## config.mk

```make
export PLATFORM = sky130hd
export DESIGN_NAME = cmo_maint
export DESIGN_NICKNAME = d
export VERILOG_FILES = /design/src/cmo_maint.v /design/src/cmo_seg_file.v /design/src/cmo_tlb_valid.v
export VERILOG_INCLUDE_DIRS = /design/src
export SDC_FILE = /design/constraint.sdc
export NUM_CORES = 1
export LEC_CHECK = 0
export ABC_AREA = 0
export BUFFER_PORTS_ARGS = -buffer_cell sky130_fd_sc_hd__buf_4
export CORE_UTILIZATION = 60
export CTS_CLUSTER_SIZE = 16
export DETAILED_ROUTE_END_ITERATION = 10
export PLACE_DENSITY = 0.8
export SYNTH_ARGS = -nofsm -noshare
export SYNTH_HDL_FRONTEND = slang
export SYNTH_SLANG_ARGS = --single-unit
```

## constraint.sdc

```tcl
create_clock -name mclk -period 24.3 [get_ports mclk]
set_input_delay 1.215 -clock mclk [delete_from_list [all_inputs] [get_ports mclk]]
set_output_delay 1.215 -clock mclk [all_outputs]
set_load 0.01 [all_outputs]
```

## src/cmo_defs.vh

```
`ifndef CMO_DEFS_VH
`define CMO_DEFS_VH

// Operation codes on the command port
`define CMO_OP_W            3
`define CMO_OP_BLK_INV      3'h0
`define CMO_OP_SEG_WR       3'h1
`define CMO_OP_SEG_RD       3'h2
`define CMO_OP_TLB_INV      3'h3
`define CMO_OP_TLB_SYNC     3'h4
`define CMO_OP_TLB_INV_ALL  3'h5

// Effective address set index, big-endian bits 14..19 = little-endian 17..12
`define CMO_EA_SET_HI       17
`define CMO_EA_SET_LO       12
`define CMO_SET_W           6
`define CMO_NUM_SETS        64

// Segment register select, top four bits of the effective address
`define CMO_SEG_HI          31
`define CMO_SEG_LO          28
`define CMO_SEG_CNT         16
`define CMO_SEG_IDX_W       4
// Direct-store flag of a segment register (T bit, big-endian bit 0)
`define CMO_SEG_T_BIT       31

// Data cache block states
`define CMO_ST_INVALID      2'h0
`define CMO_ST_EXCL         2'h1
`define CMO_ST_MOD          2'h2

// Register offsets (word addresses on the register port)
`define CMO_ADDR_W          4
`define CMO_REG_CONFIG      4'h0
`define CMO_REG_MSTATE      4'h1
`define CMO_REG_STATUS      4'h2
`define CMO_REG_MASK        4'h3
`define CMO_REG_RESULT      4'h4

// Field positions
`define CMO_CFG_ABE_BIT     0
`define CMO_CFG_READ_INSTR_SEGMENT_SEL_BIT   1
`define CMO_MS_IR_BIT       0
`define CMO_MS_DR_BIT       1

// Status bits
`define CMO_EV_W            5
`define CMO_EV_DONE         0
`define CMO_EV_BAT_DSI      1
`define CMO_EV_TLB_DSI      2
`define CMO_EV_ILLEGAL      3
`define CMO_EV_SYNC_DONE    4

`define CMO_ZERO32          32'h0000_0000
`define CMO_ZERO_EV         5'h00

`endif

```

## src/cmo_maint.v

```verilog
// Added by the designer: the plain strobed port and the address map.
`timescale 1ns/1ns
`include "cmo_defs.vh"

module cmo_maint (
  input  wire        mclk,
  input  wire        rst,
  input  wire        op_valid,
  input  wire [2:0]  op_code,
  input  wire [31:0] op_ea,
  input  wire [31:0] op_data,
  input  wire        xlate_bat_hit,
  input  wire        xlate_bat_store_ok,
  input  wire        xlate_tlb_store_ok,
  input  wire        dc_hit,
  input  wire [1:0]  dc_state,
  input  wire        xlate_invalidate_sync_in,
  input  wire        tlb_fill_en,
  input  wire [5:0]  tlb_fill_set,
  input  wire [3:0]  tlb_fill_ways,
  input  wire [3:0]  reg_addr,
  input  wire [31:0] reg_wdata,
  input  wire        reg_wr,
  input  wire        reg_rd,
  output reg  [31:0] reg_rdata,
  output reg         op_busy,
  output reg         op_done,
  output reg  [31:0] xlate_ea,
  output reg         xlate_req,
  output reg         xlate_is_store,
  output reg         dc_inv_req,
  output reg  [1:0]  dc_new_state,
  output reg         bus_broadcast,
  output reg         dsi_exc,
  output reg         prog_illegal_exc,
  output reg  [31:0] seg_rd_data,
  output reg         irq
);
  localparam ST_IDLE = 2'h0;
  localparam ST_XLAT = 2'h1;
  localparam ST_SYNC = 2'h2;

  reg  [1:0]            state_reg;
  reg  [31:0]           ea_reg;
  reg  [1:0]            impl_config_reg;
  reg  [1:0]            machine_state_reg;
  reg  [`CMO_EV_W-1:0]  status_reg;
  reg  [`CMO_EV_W-1:0]  mask_reg;
  reg  [31:0]           last_seg_reg;
  reg                   sync_m_reg;
  reg                   sync_s_reg;
  reg  [`CMO_EV_W-1:0]  ev_next;

  wire                  address_broadcast_enable = impl_config_reg[`CMO_CFG_ABE_BIT];
  wire                  read_instr_segment_sel   = impl_config_reg[`CMO_CFG_READ_INSTR_SEGMENT_SEL_BIT];
  wire                  take_op                  = op_valid && (state_reg == ST_IDLE);
  wire [3:0]            seg_idx;
  wire [31:0]           seg_rd;
  wire [31:0]           data_seg;
  wire                  seg_wr_en;
  wire                  tlb_inv_en;
  wire                  direct_store;

  function [5:0] ea_set;
    input [31:0] ea;
    begin
      ea_set = ea[`CMO_EA_SET_HI:`CMO_EA_SET_LO];
    end
  endfunction

  function [3:0] ea_seg;
    input [31:0] ea;
    begin
      ea_seg = ea[`CMO_SEG_HI:`CMO_SEG_LO];
    end
  endfunction

  // Segment moves decode without looking at machine_state_reg
  assign seg_wr_en  = take_op && (op_code == `CMO_OP_SEG_WR);
  assign tlb_inv_en = take_op && (op_code == `CMO_OP_TLB_INV);
  assign seg_idx    = take_op ? ea_seg(op_ea) : ea_seg(ea_reg);
  assign direct_store = data_seg[`CMO_SEG_T_BIT];

  cmo_seg_file u_seg (
    .mclk          (mclk),
    .rst           (rst),
    .wr_en         (seg_wr_en),
    .wr_idx        (ea_seg(op_ea)),
    .wr_data       (op_data),
    .rd_idx        (seg_idx),
    .rd_instr_side (read_instr_segment_sel),
    .rd_data       (seg_rd),
    .data_seg      (data_seg)
  );

  cmo_tlb_valid u_tlb (
    .mclk      (mclk),
    .rst       (rst),
    .inv_en    (tlb_inv_en),
    .inv_set   (ea_set(op_ea)),
    .fill_en   (tlb_fill_en),
    .fill_set  (tlb_fill_set),
    .fill_ways (tlb_fill_ways),
    .set_valid ()
  );

  // Sync input is asynchronous to the core; two stages before use
  always @(posedge mclk or posedge rst) begin
    if (rst) begin
      sync_m_reg <= 1'b0;
      sync_s_reg <= 1'b0;
    end else begin
      sync_m_reg <= xlate_invalidate_sync_in;
      sync_s_reg <= sync_m_reg;
    end
  end

  always @(posedge mclk or posedge rst) begin
    if (rst) begin
      state_reg        <= ST_IDLE;
      ea_reg           <= `CMO_ZERO32;
      op_busy          <= 1'b0;
      op_done          <= 1'b0;
      xlate_ea         <= `CMO_ZERO32;
      xlate_req        <= 1'b0;
      xlate_is_store   <= 1'b0;
      dc_inv_req       <= 1'b0;
      dc_new_state     <= `CMO_ST_INVALID;
      bus_broadcast    <= 1'b0;
      dsi_exc          <= 1'b0;
      prog_illegal_exc <= 1'b0;
      seg_rd_data      <= `CMO_ZERO32;
      ev_next          <= `CMO_ZERO_EV;
    end else begin
      op_done          <= 1'b0;
      xlate_req        <= 1'b0;
      dc_inv_req       <= 1'b0;
      bus_broadcast    <= 1'b0;
      dsi_exc          <= 1'b0;
      prog_illegal_exc <= 1'b0;
      ev_next          <= `CMO_ZERO_EV;
      case (state_reg)
        ST_IDLE: begin
          if (op_valid) begin
            ea_reg <= op_ea;
            case (op_code)
              `CMO_OP_BLK_INV: begin
                // Translation is requested as a store; cache is untouched until it answers
                xlate_ea       <= op_ea;
                xlate_req      <= 1'b1;
                xlate_is_store <= 1'b1;
                op_busy        <= 1'b1;
                state_reg      <= ST_XLAT;
              end
              `CMO_OP_SEG_RD: begin
                seg_rd_data <= seg_rd;
                op_done     <= 1'b1;
                ev_next[`CMO_EV_DONE] <= 1'b1;
              end
              `CMO_OP_TLB_SYNC: begin
                op_busy   <= 1'b1;
                state_reg <= ST_SYNC;
              end
              `CMO_OP_TLB_INV_ALL: begin
                prog_illegal_exc <= 1'b1;
                op_done          <= 1'b1;
                ev_next[`CMO_EV_ILLEGAL] <= 1'b1;
              end
              default: begin
                op_done <= 1'b1;
                ev_next[`CMO_EV_DONE] <= 1'b1;
              end
            endcase
          end
        end
        ST_XLAT: begin
          // Translation answers in the same cycle that xlate_req is high
          state_reg <= ST_IDLE;
          op_busy   <= 1'b0;
          op_done   <= 1'b1;
          if (xlate_bat_hit && !xlate_bat_store_ok) begin
            dsi_exc <= 1'b1;
            ev_next[`CMO_EV_BAT_DSI] <= 1'b1;
          end else if (!xlate_bat_hit && !xlate_tlb_store_ok) begin
            dsi_exc <= 1'b1;
            ev_next[`CMO_EV_TLB_DSI] <= 1'b1;
          end else begin
            ev_next[`CMO_EV_DONE] <= 1'b1;
            // No enable or lock gating: the invalidate proceeds regardless
            if (!direct_store && dc_hit && dc_state != `CMO_ST_INVALID) begin
              dc_inv_req   <= 1'b1;
              dc_new_state <= `CMO_ST_INVALID;
            end
            if (!direct_store)
              bus_broadcast <= address_broadcast_enable;
          end
        end
        ST_SYNC: begin
          if (!sync_s_reg) begin
            state_reg <= ST_IDLE;
            op_busy   <= 1'b0;
            op_done   <= 1'b1;
            ev_next[`CMO_EV_SYNC_DONE] <= 1'b1;
          end
        end
        default: begin
          state_reg <= ST_IDLE;
          op_busy   <= 1'b0;
        end
      endcase
    end
  end

  // Register port; a status event wins over a same-cycle write-one clear
  always @(posedge mclk or posedge rst) begin
    if (rst) begin
      impl_config_reg   <= 2'h0;
      machine_state_reg <= 2'h0;
      status_reg        <= `CMO_ZERO_EV;
      mask_reg          <= `CMO_ZERO_EV;
      reg_rdata         <= `CMO_ZERO32;
      irq               <= 1'b0;
      last_seg_reg      <= `CMO_ZERO32;
    end else begin
      if (reg_wr && reg_addr == `CMO_REG_CONFIG)
        impl_config_reg <= reg_wdata[1:0];
      if (reg_wr && reg_addr == `CMO_REG_MSTATE)
        machine_state_reg <= reg_wdata[1:0];
      if (reg_wr && reg_addr == `CMO_REG_MASK)
        mask_reg <= reg_wdata[`CMO_EV_W-1:0];
      if (reg_wr && reg_addr == `CMO_REG_STATUS)
        status_reg <= (status_reg & ~reg_wdata[`CMO_EV_W-1:0]) | ev_next;
      else
        status_reg <= status_reg | ev_next;
      if (op_done)
        last_seg_reg <= seg_rd_data;
      irq <= |(status_reg & mask_reg);
      reg_rdata <= `CMO_ZERO32;
      if (reg_rd) begin
        case (reg_addr)
          `CMO_REG_CONFIG: reg_rdata <= {30'h0000_0000, impl_config_reg};
          `CMO_REG_MSTATE: reg_rdata <= {30'h0000_0000, machine_state_reg};
          `CMO_REG_STATUS: reg_rdata <= {27'h000_0000, status_reg};
          `CMO_REG_MASK:   reg_rdata <= {27'h000_0000, mask_reg};
          `CMO_REG_RESULT: reg_rdata <= last_seg_reg;
          default:         reg_rdata <= `CMO_ZERO32;
        endcase
      end
    end
  end
endmodule

```

## src/cmo_seg_file.v

```verilog
`timescale 1ns/1ns
`include "cmo_defs.vh"

// Data and instruction-side shadow segment registers
module cmo_seg_file (
  input  wire        mclk,
  input  wire        rst,
  input  wire        wr_en,
  input  wire [3:0]  wr_idx,
  input  wire [31:0] wr_data,
  input  wire [3:0]  rd_idx,
  input  wire        rd_instr_side,
  output wire [31:0] rd_data,
  output wire [31:0] data_seg
);
  reg [31:0] dseg_reg [0:`CMO_SEG_CNT-1];
  reg [31:0] iseg_reg [0:`CMO_SEG_CNT-1];
  integer i;

  // Both copies are written together so the shadow always mirrors the data side
  always @(posedge mclk or posedge rst) begin
    if (rst) begin
      for (i = 0; i < `CMO_SEG_CNT; i = i + 1) begin
        dseg_reg[i] <= `CMO_ZERO32;
        iseg_reg[i] <= `CMO_ZERO32;
      end
    end else if (wr_en) begin
      dseg_reg[wr_idx] <= wr_data;
      iseg_reg[wr_idx] <= wr_data;
    end
  end

  assign rd_data  = rd_instr_side ? iseg_reg[rd_idx] : dseg_reg[rd_idx];
  assign data_seg = dseg_reg[rd_idx];
endmodule

```

## src/cmo_tlb_valid.v

```verilog
`timescale 1ns/1ns
`include "cmo_defs.vh"

// Valid bits of both ways of both TLBs, per set
module cmo_tlb_valid (
  input  wire       mclk,
  input  wire       rst,
  input  wire       inv_en,
  input  wire [5:0] inv_set,
  input  wire       fill_en,
  input  wire [5:0] fill_set,
  input  wire [3:0] fill_ways,
  output wire [3:0] set_valid
);
  // Ways: [0] instr way0, [1] instr way1, [2] data way0, [3] data way1
  reg [3:0] valid_reg [0:`CMO_NUM_SETS-1];
  integer i;

  always @(posedge mclk or posedge rst) begin
    if (rst) begin
      for (i = 0; i < `CMO_NUM_SETS; i = i + 1)
        valid_reg[i] <= 4'h0;
    end else begin
      if (fill_en)
        valid_reg[fill_set] <= valid_reg[fill_set] | fill_ways;
      // Invalidate listed last so it wins over a fill to the same set
      if (inv_en)
        valid_reg[inv_set] <= 4'h0;
    end
  end

  assign set_valid = valid_reg[inv_set];
endmodule
```

==> results.sh, run 1 <==
export IMPL_wl_per_cell_um=24.7
export IMPL_layout_drive_gt1_share_pct=41.0
export IMPL_yosysTopAreaCell="dfrtp_1"
export IMPL_die_w_um=226
export IMPL_grt_ovfl_total=0
export IMPL_clk_latency_ns=0.61
export IMPL_yosysSeqAreaShare_pct=56.1
export IMPL_syn2layout_area_growth_pct=13.8
export IMPL_syn_inst=2263
export IMPL_die_area_um2=51100
export IMPL_first_iter_violations=1574
export IMPL_drv_cap=0
export IMPL_syn_cell_area_um2=30100
export IMPL_routed_wl_um=76900
export IMPL_post_cts_resized=0
export IMPL_pre_cts_slack_ns=18.94
export IMPL_vias=19800
export IMPL_rows=81
export IMPL_utilization_pct=69.6
export IMPL_core_region_area_um2=49300
export IMPL_power_frac_comb_pct=14.2
export IMPL_clk_pin_slew_ns=0.06
export IMPL_status="complete, no violations"
export IMPL_hold_start="sync_m_reg"
export IMPL_synth_area_top_cells="dfrtp_1 (56%), mux2_2 (20%), mux4_2 (6.6%)"
export IMPL_p_int_mw=2.04
export IMPL_fin_hold_ws_ns=0.362
export IMPL_synthDistinctLibCells=57
export IMPL_final_setup_worst_slack_ns=19.46
export IMPL_postRouteAntennaNets=0
export IMPL_drc=0
export IMPL_tns_ns=0
export IMPL_root_buffer="clkbuf_16"
export IMPL_start_util_pct=61.1
export IMPL_avgSynthCellArea_um2=13.3
export IMPL_holdPathStages=0
export IMPL_start_kind="input pin"
export IMPL_regArea_um2=16900
export IMPL_p_per_area_nw_per_um2=80.3
export IMPL_drt_pre_antenna_iters=5
export IMPL_ys_ff_latch=675
export IMPL_worstPathRequired_ns=24.80
export IMPL_setup_viol=0
export IMPL_slew_headroom_pct=26.2
export IMPL_path_class="input pin to flop"
export IMPL_ys_dominant_reg_cell="dfrtp_1"
export IMPL_ff2ff_path_depth=9
export IMPL_clkPwrFrac_pct=37.8
export IMPL_power_frac_seq_pct=48.0
export IMPL_grt_pass1_wl_um=120000
export IMPL_grt_max_degree=182
export IMPL_net_switching_power_mw=0.711
export IMPL_startpoint="op_valid"
export IMPL_arrival_ns=5.34
export IMPL_routed_via_density=6.38
export IMPL_cts_sinks=675
export IMPL_rsz0062_at_grt="false"
export IMPL_hpwlAfterDp_um=43800
export IMPL_r2r_start="state_reg[0]"
export IMPL_place_gp_congestion=0.840
export IMPL_cts_htree_levels=3
export IMPL_antenna_found_initial=5
export IMPL_period_share_pct=19.9
export IMPL_multi_input_area_um2=12500
export IMPL_yosysTopAreaCellShare_pct=56.1
export IMPL_cts_tree="yes"
export IMPL_postCtsSetupBuffers=0
export IMPL_port_buffers=192
export IMPL_ys_warn_count=0
export IMPL_synthArstFlopShare_pct=100
export IMPL_crit_path_end_kind="flop"
export IMPL_die_h_um=226
export IMPL_synth_edf_count=0
export IMPL_finalMaxSlewViolations=0
export IMPL_nNetsFinal=2525
export IMPL_min_delay_path_class="flop to flop"
export IMPL_cp_max_fo=47
export IMPL_numCtsBuffers=69
export IMPL_io_pins=233
export IMPL_ctsHoldBuffers=0
export IMPL_gr_usage_all_layers_pct=31.1
export IMPL_hold_viol=0
export IMPL_worstMarginPinSlew_ns=1.11
export IMPL_grt_pass1_vias=20600
export IMPL_fillerInstances=3283
export IMPL_ctsLongestPathBuffers=3
export IMPL_largest_reg_flops=352
export IMPL_skew_ns=0.0187
export IMPL_swShare_pct=25.8
export IMPL_clock_fmax_mhz=207
export IMPL_period_minus_slack_ns=4.84
export IMPL_leakagePower_nw=16.4
export IMPL_irDropWorstVdd_v=0.0000432
## power by group through the flow
stage / sequential [mW] / clock, mW / combinational [mW]
after floorplan: 1.32 / 0 / 0.252
after global placement: 1.33 / 0 / 0.375
after detailed placement: 1.34 / 0 / 0.389
after CTS: 1.32 / 1.05 / 0.392
after global routing: 1.33 / 1.10 / 0.423
final: 1.32 / 1.04 / 0.391
## placed cells by master (no fill, tap or decap), drive strengths merged, types with 11 or more instances in the layout
cell type | netlist | routed
dfrtp | 675 | 675
mux2 | 555 | 555
nand2 | 295 | 295
buf | 89 | 235
a21oi | 109 | 109
clkbuf | 82 | 105
mux4 | 88 | 88
nor2 | 77 | 77
mux2i | 42 | 42
and2 | 28 | 28
a2111oi | 24 | 24
o21a | 24 | 24
o31a | 23 | 23
o2bb2ai | 23 | 23
nand3 | 20 | 20
inv | 13 | 13
o22ai | 11 | 11
## worst paths after layout
kind,end,slack [ns]
worst min-delay path,sync_s_reg,0.36
worst max register to register,seg_rd_data[3],19.69
worst max-delay path,seg_rd_data[3],19.46
max in group asynchronous,op_done,21.06
min in group asynchronous,reg_rdata[9],0.77
worst min register to register,sync_s_reg,0.36
## kinds of logic after synthesis
logic type | synth area share [%]
other cells | 0.0125
mux | 28.8
flops | 56.1
buf+inv | 2.80
compound gates | 5.80
simple gates | 6.50
## stage by stage
step / cell area, um2 / total power [mW] / cells
after global placement: 32100 / 1.70 / 2992
after floorplan: 30100 / 1.57 / 2264
after detailed placement: 32100 / 1.73 / 2992
final: 34300 / 2.75 / 3110
after global routing: 34300 / 2.85 / 3109
after CTS: 34300 / 2.76 / 3108
## cell usage after synthesis (10+ instances only)
library cell,number
mux4_2,88
inv_1,10
clkbuf_1,82
o2bb2ai_1,23
buf_1,19
o21a_1,24
nand2_1,294
and2_1,28
a21oi_1,109
nand3_1,20
mux2_2,548
nor2_1,77
mux2i_1,41
dfrtp_1,675
o31a_1,23
buf_2,61
o22ai_1,11
a2111oi_0,24
## routing by layer
layer / share of wire [%] / up-vias / global-route usage (%)
met5: 0.051 / - / 0
li1: - / 8365 / -
met4: 3.1 / 6 / 12.0
met1: 41 / 10400 / 43.0
met3: 8.6 / 185 / 5.83
met2: 47 / 909 / 49.3
## cell type report
| type | instances | share of cell area (%) |
|---|---|---|
| Sequential cell | 675 | 49.3 |
| Multi-Input combinational cell | 1405 | 36.5 |
| Clock buffer | 105 | 6.03 |
| Timing Repair Buffer | 235 | 5.18 |
| Tap cell | 664 | 2.42 |
| Clock inverter | 11 | 0.387 |
| Inverter | 13 | 0.186 |
| Antenna cell | 2 | 0.0146 |
## worst max-delay path: stages
cell and delay [ns]:
buf_4 0.11, nor3b_4 0.17, buf_4 0.55, mux2i_4 0.79
buf_4 0.54, inv_2 0.54, buf_4 0.45, mux2i_1 0.17
mux4_2 0.49, a311oi_1 0.27
(Power assumes the default switching activity.)
==> run 2, diff against run 1 <==
--- a/config.mk
+++ b/config.mk
@@ -6,12 +6,12 @@
 export SDC_FILE = /design/constraint.sdc
 export NUM_CORES = 1
 export LEC_CHECK = 0
-export ABC_AREA = 0
+export ABC_AREA = 1
 export BUFFER_PORTS_ARGS = -buffer_cell sky130_fd_sc_hd__buf_4
-export CORE_UTILIZATION = 60
+export CORE_UTILIZATION = 54
 export CTS_CLUSTER_SIZE = 16
 export DETAILED_ROUTE_END_ITERATION = 10
-export PLACE_DENSITY = 0.8
+export PLACE_DENSITY = 0.76
 export SYNTH_ARGS = -nofsm -noshare
 export SYNTH_HDL_FRONTEND = slang
 export SYNTH_SLANG_ARGS = --single-unit
==> constraint.sdc (replaced) <==
create_clock -name mclk -period 4.4 [get_ports mclk]
set_input_delay 0.22 -clock mclk [delete_from_list [all_inputs] [get_ports mclk]]
set_output_delay 0.22 -clock mclk [all_outputs]
set_load 0.01 [all_outputs]
==> results.sh, run 2 <==
export IMPL_status="finished, violations left"
export IMPL_violations="DRC"
export IMPL_worstMarginPinSlew_ns=1.17
export IMPL_min_delay_path_class="input pin to flop"
export IMPL_io_pins=233
export IMPL_setup_viol=0
export IMPL_routed_wl_um=82200
export IMPL_path_class="flop to flop"
export IMPL_worstPathRequired_ns=4.87
export IMPL_syn_inst=3463
export IMPL_holdPathStages=5
export IMPL_place_gp_congestion=0.848
export IMPL_drc=16
export IMPL_yosysTopAreaCellShare_pct=58.4
export IMPL_placedInstanceArea_um2=30800
export IMPL_cts_tree="yes"
export IMPL_die_area_um2=54500
export IMPL_wl_per_cell_um=19.0
export IMPL_root_buffer="clkbuf_16"
export IMPL_p_per_area_nw_per_um2=530
export IMPL_syn2layout_area_growth_pct=16.4
export IMPL_r2r_start="state_reg[0]"
export IMPL_die_h_um=233
export IMPL_final_cell_mix="nand2_1 (1,225), dfrtp_1 (674), o21ai_0 (560)"
export IMPL_tns_ns=0
export IMPL_leakagePower_nw=15.8
export IMPL_synthArstFlopShare_pct=100
export IMPL_ctsLongestPathBuffers=3
export IMPL_arrival_ns=3.75
export IMPL_layout_drive_gt1_share_pct=10.5
export IMPL_rsz0062_at_grt="false"
export IMPL_clock_fmax_mhz=305
export IMPL_postRouteAntennaNets=0
export IMPL_clk_latency_ns=0.60
export IMPL_first_iter_violations=2900
export IMPL_netlist_top_cells_count="nand2_1 (1,232), dfrtp_1 (675), o21ai_0 (563), nand3_1 (524), clkbuf_1 (192)"
export IMPL_die_w_um=233
export IMPL_grt_max_degree=153
export IMPL_start_kind="flop"
export IMPL_postCtsSetupBuffers=0
export IMPL_cts_htree_levels=3
export IMPL_nNetsFinal=3700
export IMPL_core_region_area_um2=52800
export IMPL_ff2ff_path_depth=10
export IMPL_crit_path_end_kind="flop"
export IMPL_stdcell_area_um2=33700
export IMPL_hold_start="op_code[0]"
export IMPL_start_util_pct=54.8
export IMPL_period_share_pct=74.5
export IMPL_final_common_cell="nand2_1"
export IMPL_gr_usage_all_layers_pct=30.7
export IMPL_avgSynthCellArea_um2=8.35
export IMPL_drv_cap=0
export IMPL_skew_ns=0.0299
export IMPL_finalMaxSlewViolations=0
export IMPL_antenna_found_initial=1
export IMPL_period_minus_slack_ns=3.28
export IMPL_hold_viol=0
export IMPL_syn_cell_area_um2=28900
export IMPL_rows=84
export IMPL_clk_pin_slew_ns=0.06
export IMPL_yosysSeqAreaShare_pct=58.4
export IMPL_ys_dominant_reg_cell="dfrtp_1"
export IMPL_drt_pre_antenna_iters=9
export IMPL_cts_sinks=675
export IMPL_port_buffers=192
export IMPL_grt_ovfl_total=0
export IMPL_yosysTopAreaCell="dfrtp_1"
export IMPL_grt_pass1_wl_um=130000
export IMPL_routed_via_density=5.78
export IMPL_irDropWorstVdd_v=0.000288
export IMPL_slew_headroom_pct=22.0
export IMPL_synth_edf_count=0
export IMPL_synth_most_common_cell="nand2_1"
export IMPL_ys_warn_count=0
export IMPL_p_total_mw=17.9
export IMPL_hold_path_end="op_done"
export IMPL_synthDistinctLibCells=30
export IMPL_r2r_end="seg_rd_data[24]"
export IMPL_synth_area_top_cells="dfrtp_1 (58%), nand2_1 (16%), o21ai_0 (9.7%)"
export IMPL_hpwlAfterDp_um=44000
export IMPL_vias=24900
export IMPL_r2r_slack_ns=1.12
export IMPL_numCtsBuffers=70
export IMPL_ys_ff_latch=675
export IMPL_largest_reg_flops=352
export IMPL_cp_max_fo=35
export IMPL_grt_pass1_vias=23300
## run 2: cell types whose count changed in the layout (fill, tap and decap cells not counted), sizes merged, moves of 52 or more
cell,change
nand2,+941
o21ai,+560
mux2,-555
nand3,+506
inv,+109
a21oi,-105
mux4,-88
dlygate4sd3,+52
## run 2: layer usage
metal | vias up | GRT usage [%] | part of all wire, %
li1 | 11500 | - | -
met1 | 12100 | 42.5 | 41
met2 | 1115 | 49.3 | 47
met3 | 191 | 4.55 | 8.1
met4 | 0 | 11.0 | 3.3
met5 | - | 0 | 0
## run 2: cells by family (layout without fill, tap and decap cells)
logic type,Yosys count,count (layout),synth area share (%)
AOI/OAI and AO/OA,581,581,10.1
buffers and inverters,381,542,5.18
DFF,675,675,58.4
other,1,3,0.0130
and+or+nand+nor,1825,1825,26.3
## run 2: timing repair
action,4_1_cts,5_1_grt
hold buffers,52,0
endpoints found under the hold margin,66,0
gates resized for setup,0,0
## run 2: worst max-delay path by stage
stage / from / endpoint / slack (ns) / cells after the start
finish: state_reg[0] / seg_rd_data[24] / 1.12 / 10
global route: state_reg[0] / seg_rd_data[24] / 1.0 / 10
CTS: state_reg[0] / seg_rd_data[24] / 1.23 / 10
detailed placement: state_reg[0] / seg_rd_data[24] / 1.24 / 10
global placement: state_reg[0] / seg_rd_data[24] / 1.24 / 10
floorplan: rst / bus_broadcast / -5.05 / 1
## run 2: critical path: stages, from the launching register on
cell	delay (ns)
dfrtp_1	0.42
nor2_4	0.08
nand2_4	0.16
inv_1	0.19
o21ai_4	0.79
inv_2	0.60
buf_12	0.37
nand3_1	0.11
nand3_1	0.06
nand3_1	0.23
nand2_1	0.08
## run 2: area by class of cell
type	count	area [um2]
timing repair buffer	297	2520
clock inverter	24	314
fill	4314	19100
antenna	1	2.50
tap	688	861
sequential	675	16900
inverter	122	462
multi-input combinational	2408	10600
clock buffer	99	1990
## run 2: metrics by stage
stage          instances  util, %  setup WS (ns)  hold WS (ns)
2_1_floorplan       3464        -          -5.05         0.251
3_3_place_gp        4138     58.5           1.24         0.331
3_5_place_dp        4138     58.5           1.24         0.331
4_1_cts             4313     63.8           1.23        0.0185
5_1_grt             4314     63.8          0.999        0.0728
6_report            4314     63.8           1.12        0.0449
## run 2: report_power, final
group          switching (mW)  internal (mW)  total (mW)  leakage (nW)
clock network            2.42           3.57        5.99          1.13
registers               0.591           7.07        7.66          9.12
logic                    2.72           1.49        4.22          5.55
total                    5.74           12.1        17.9          15.8
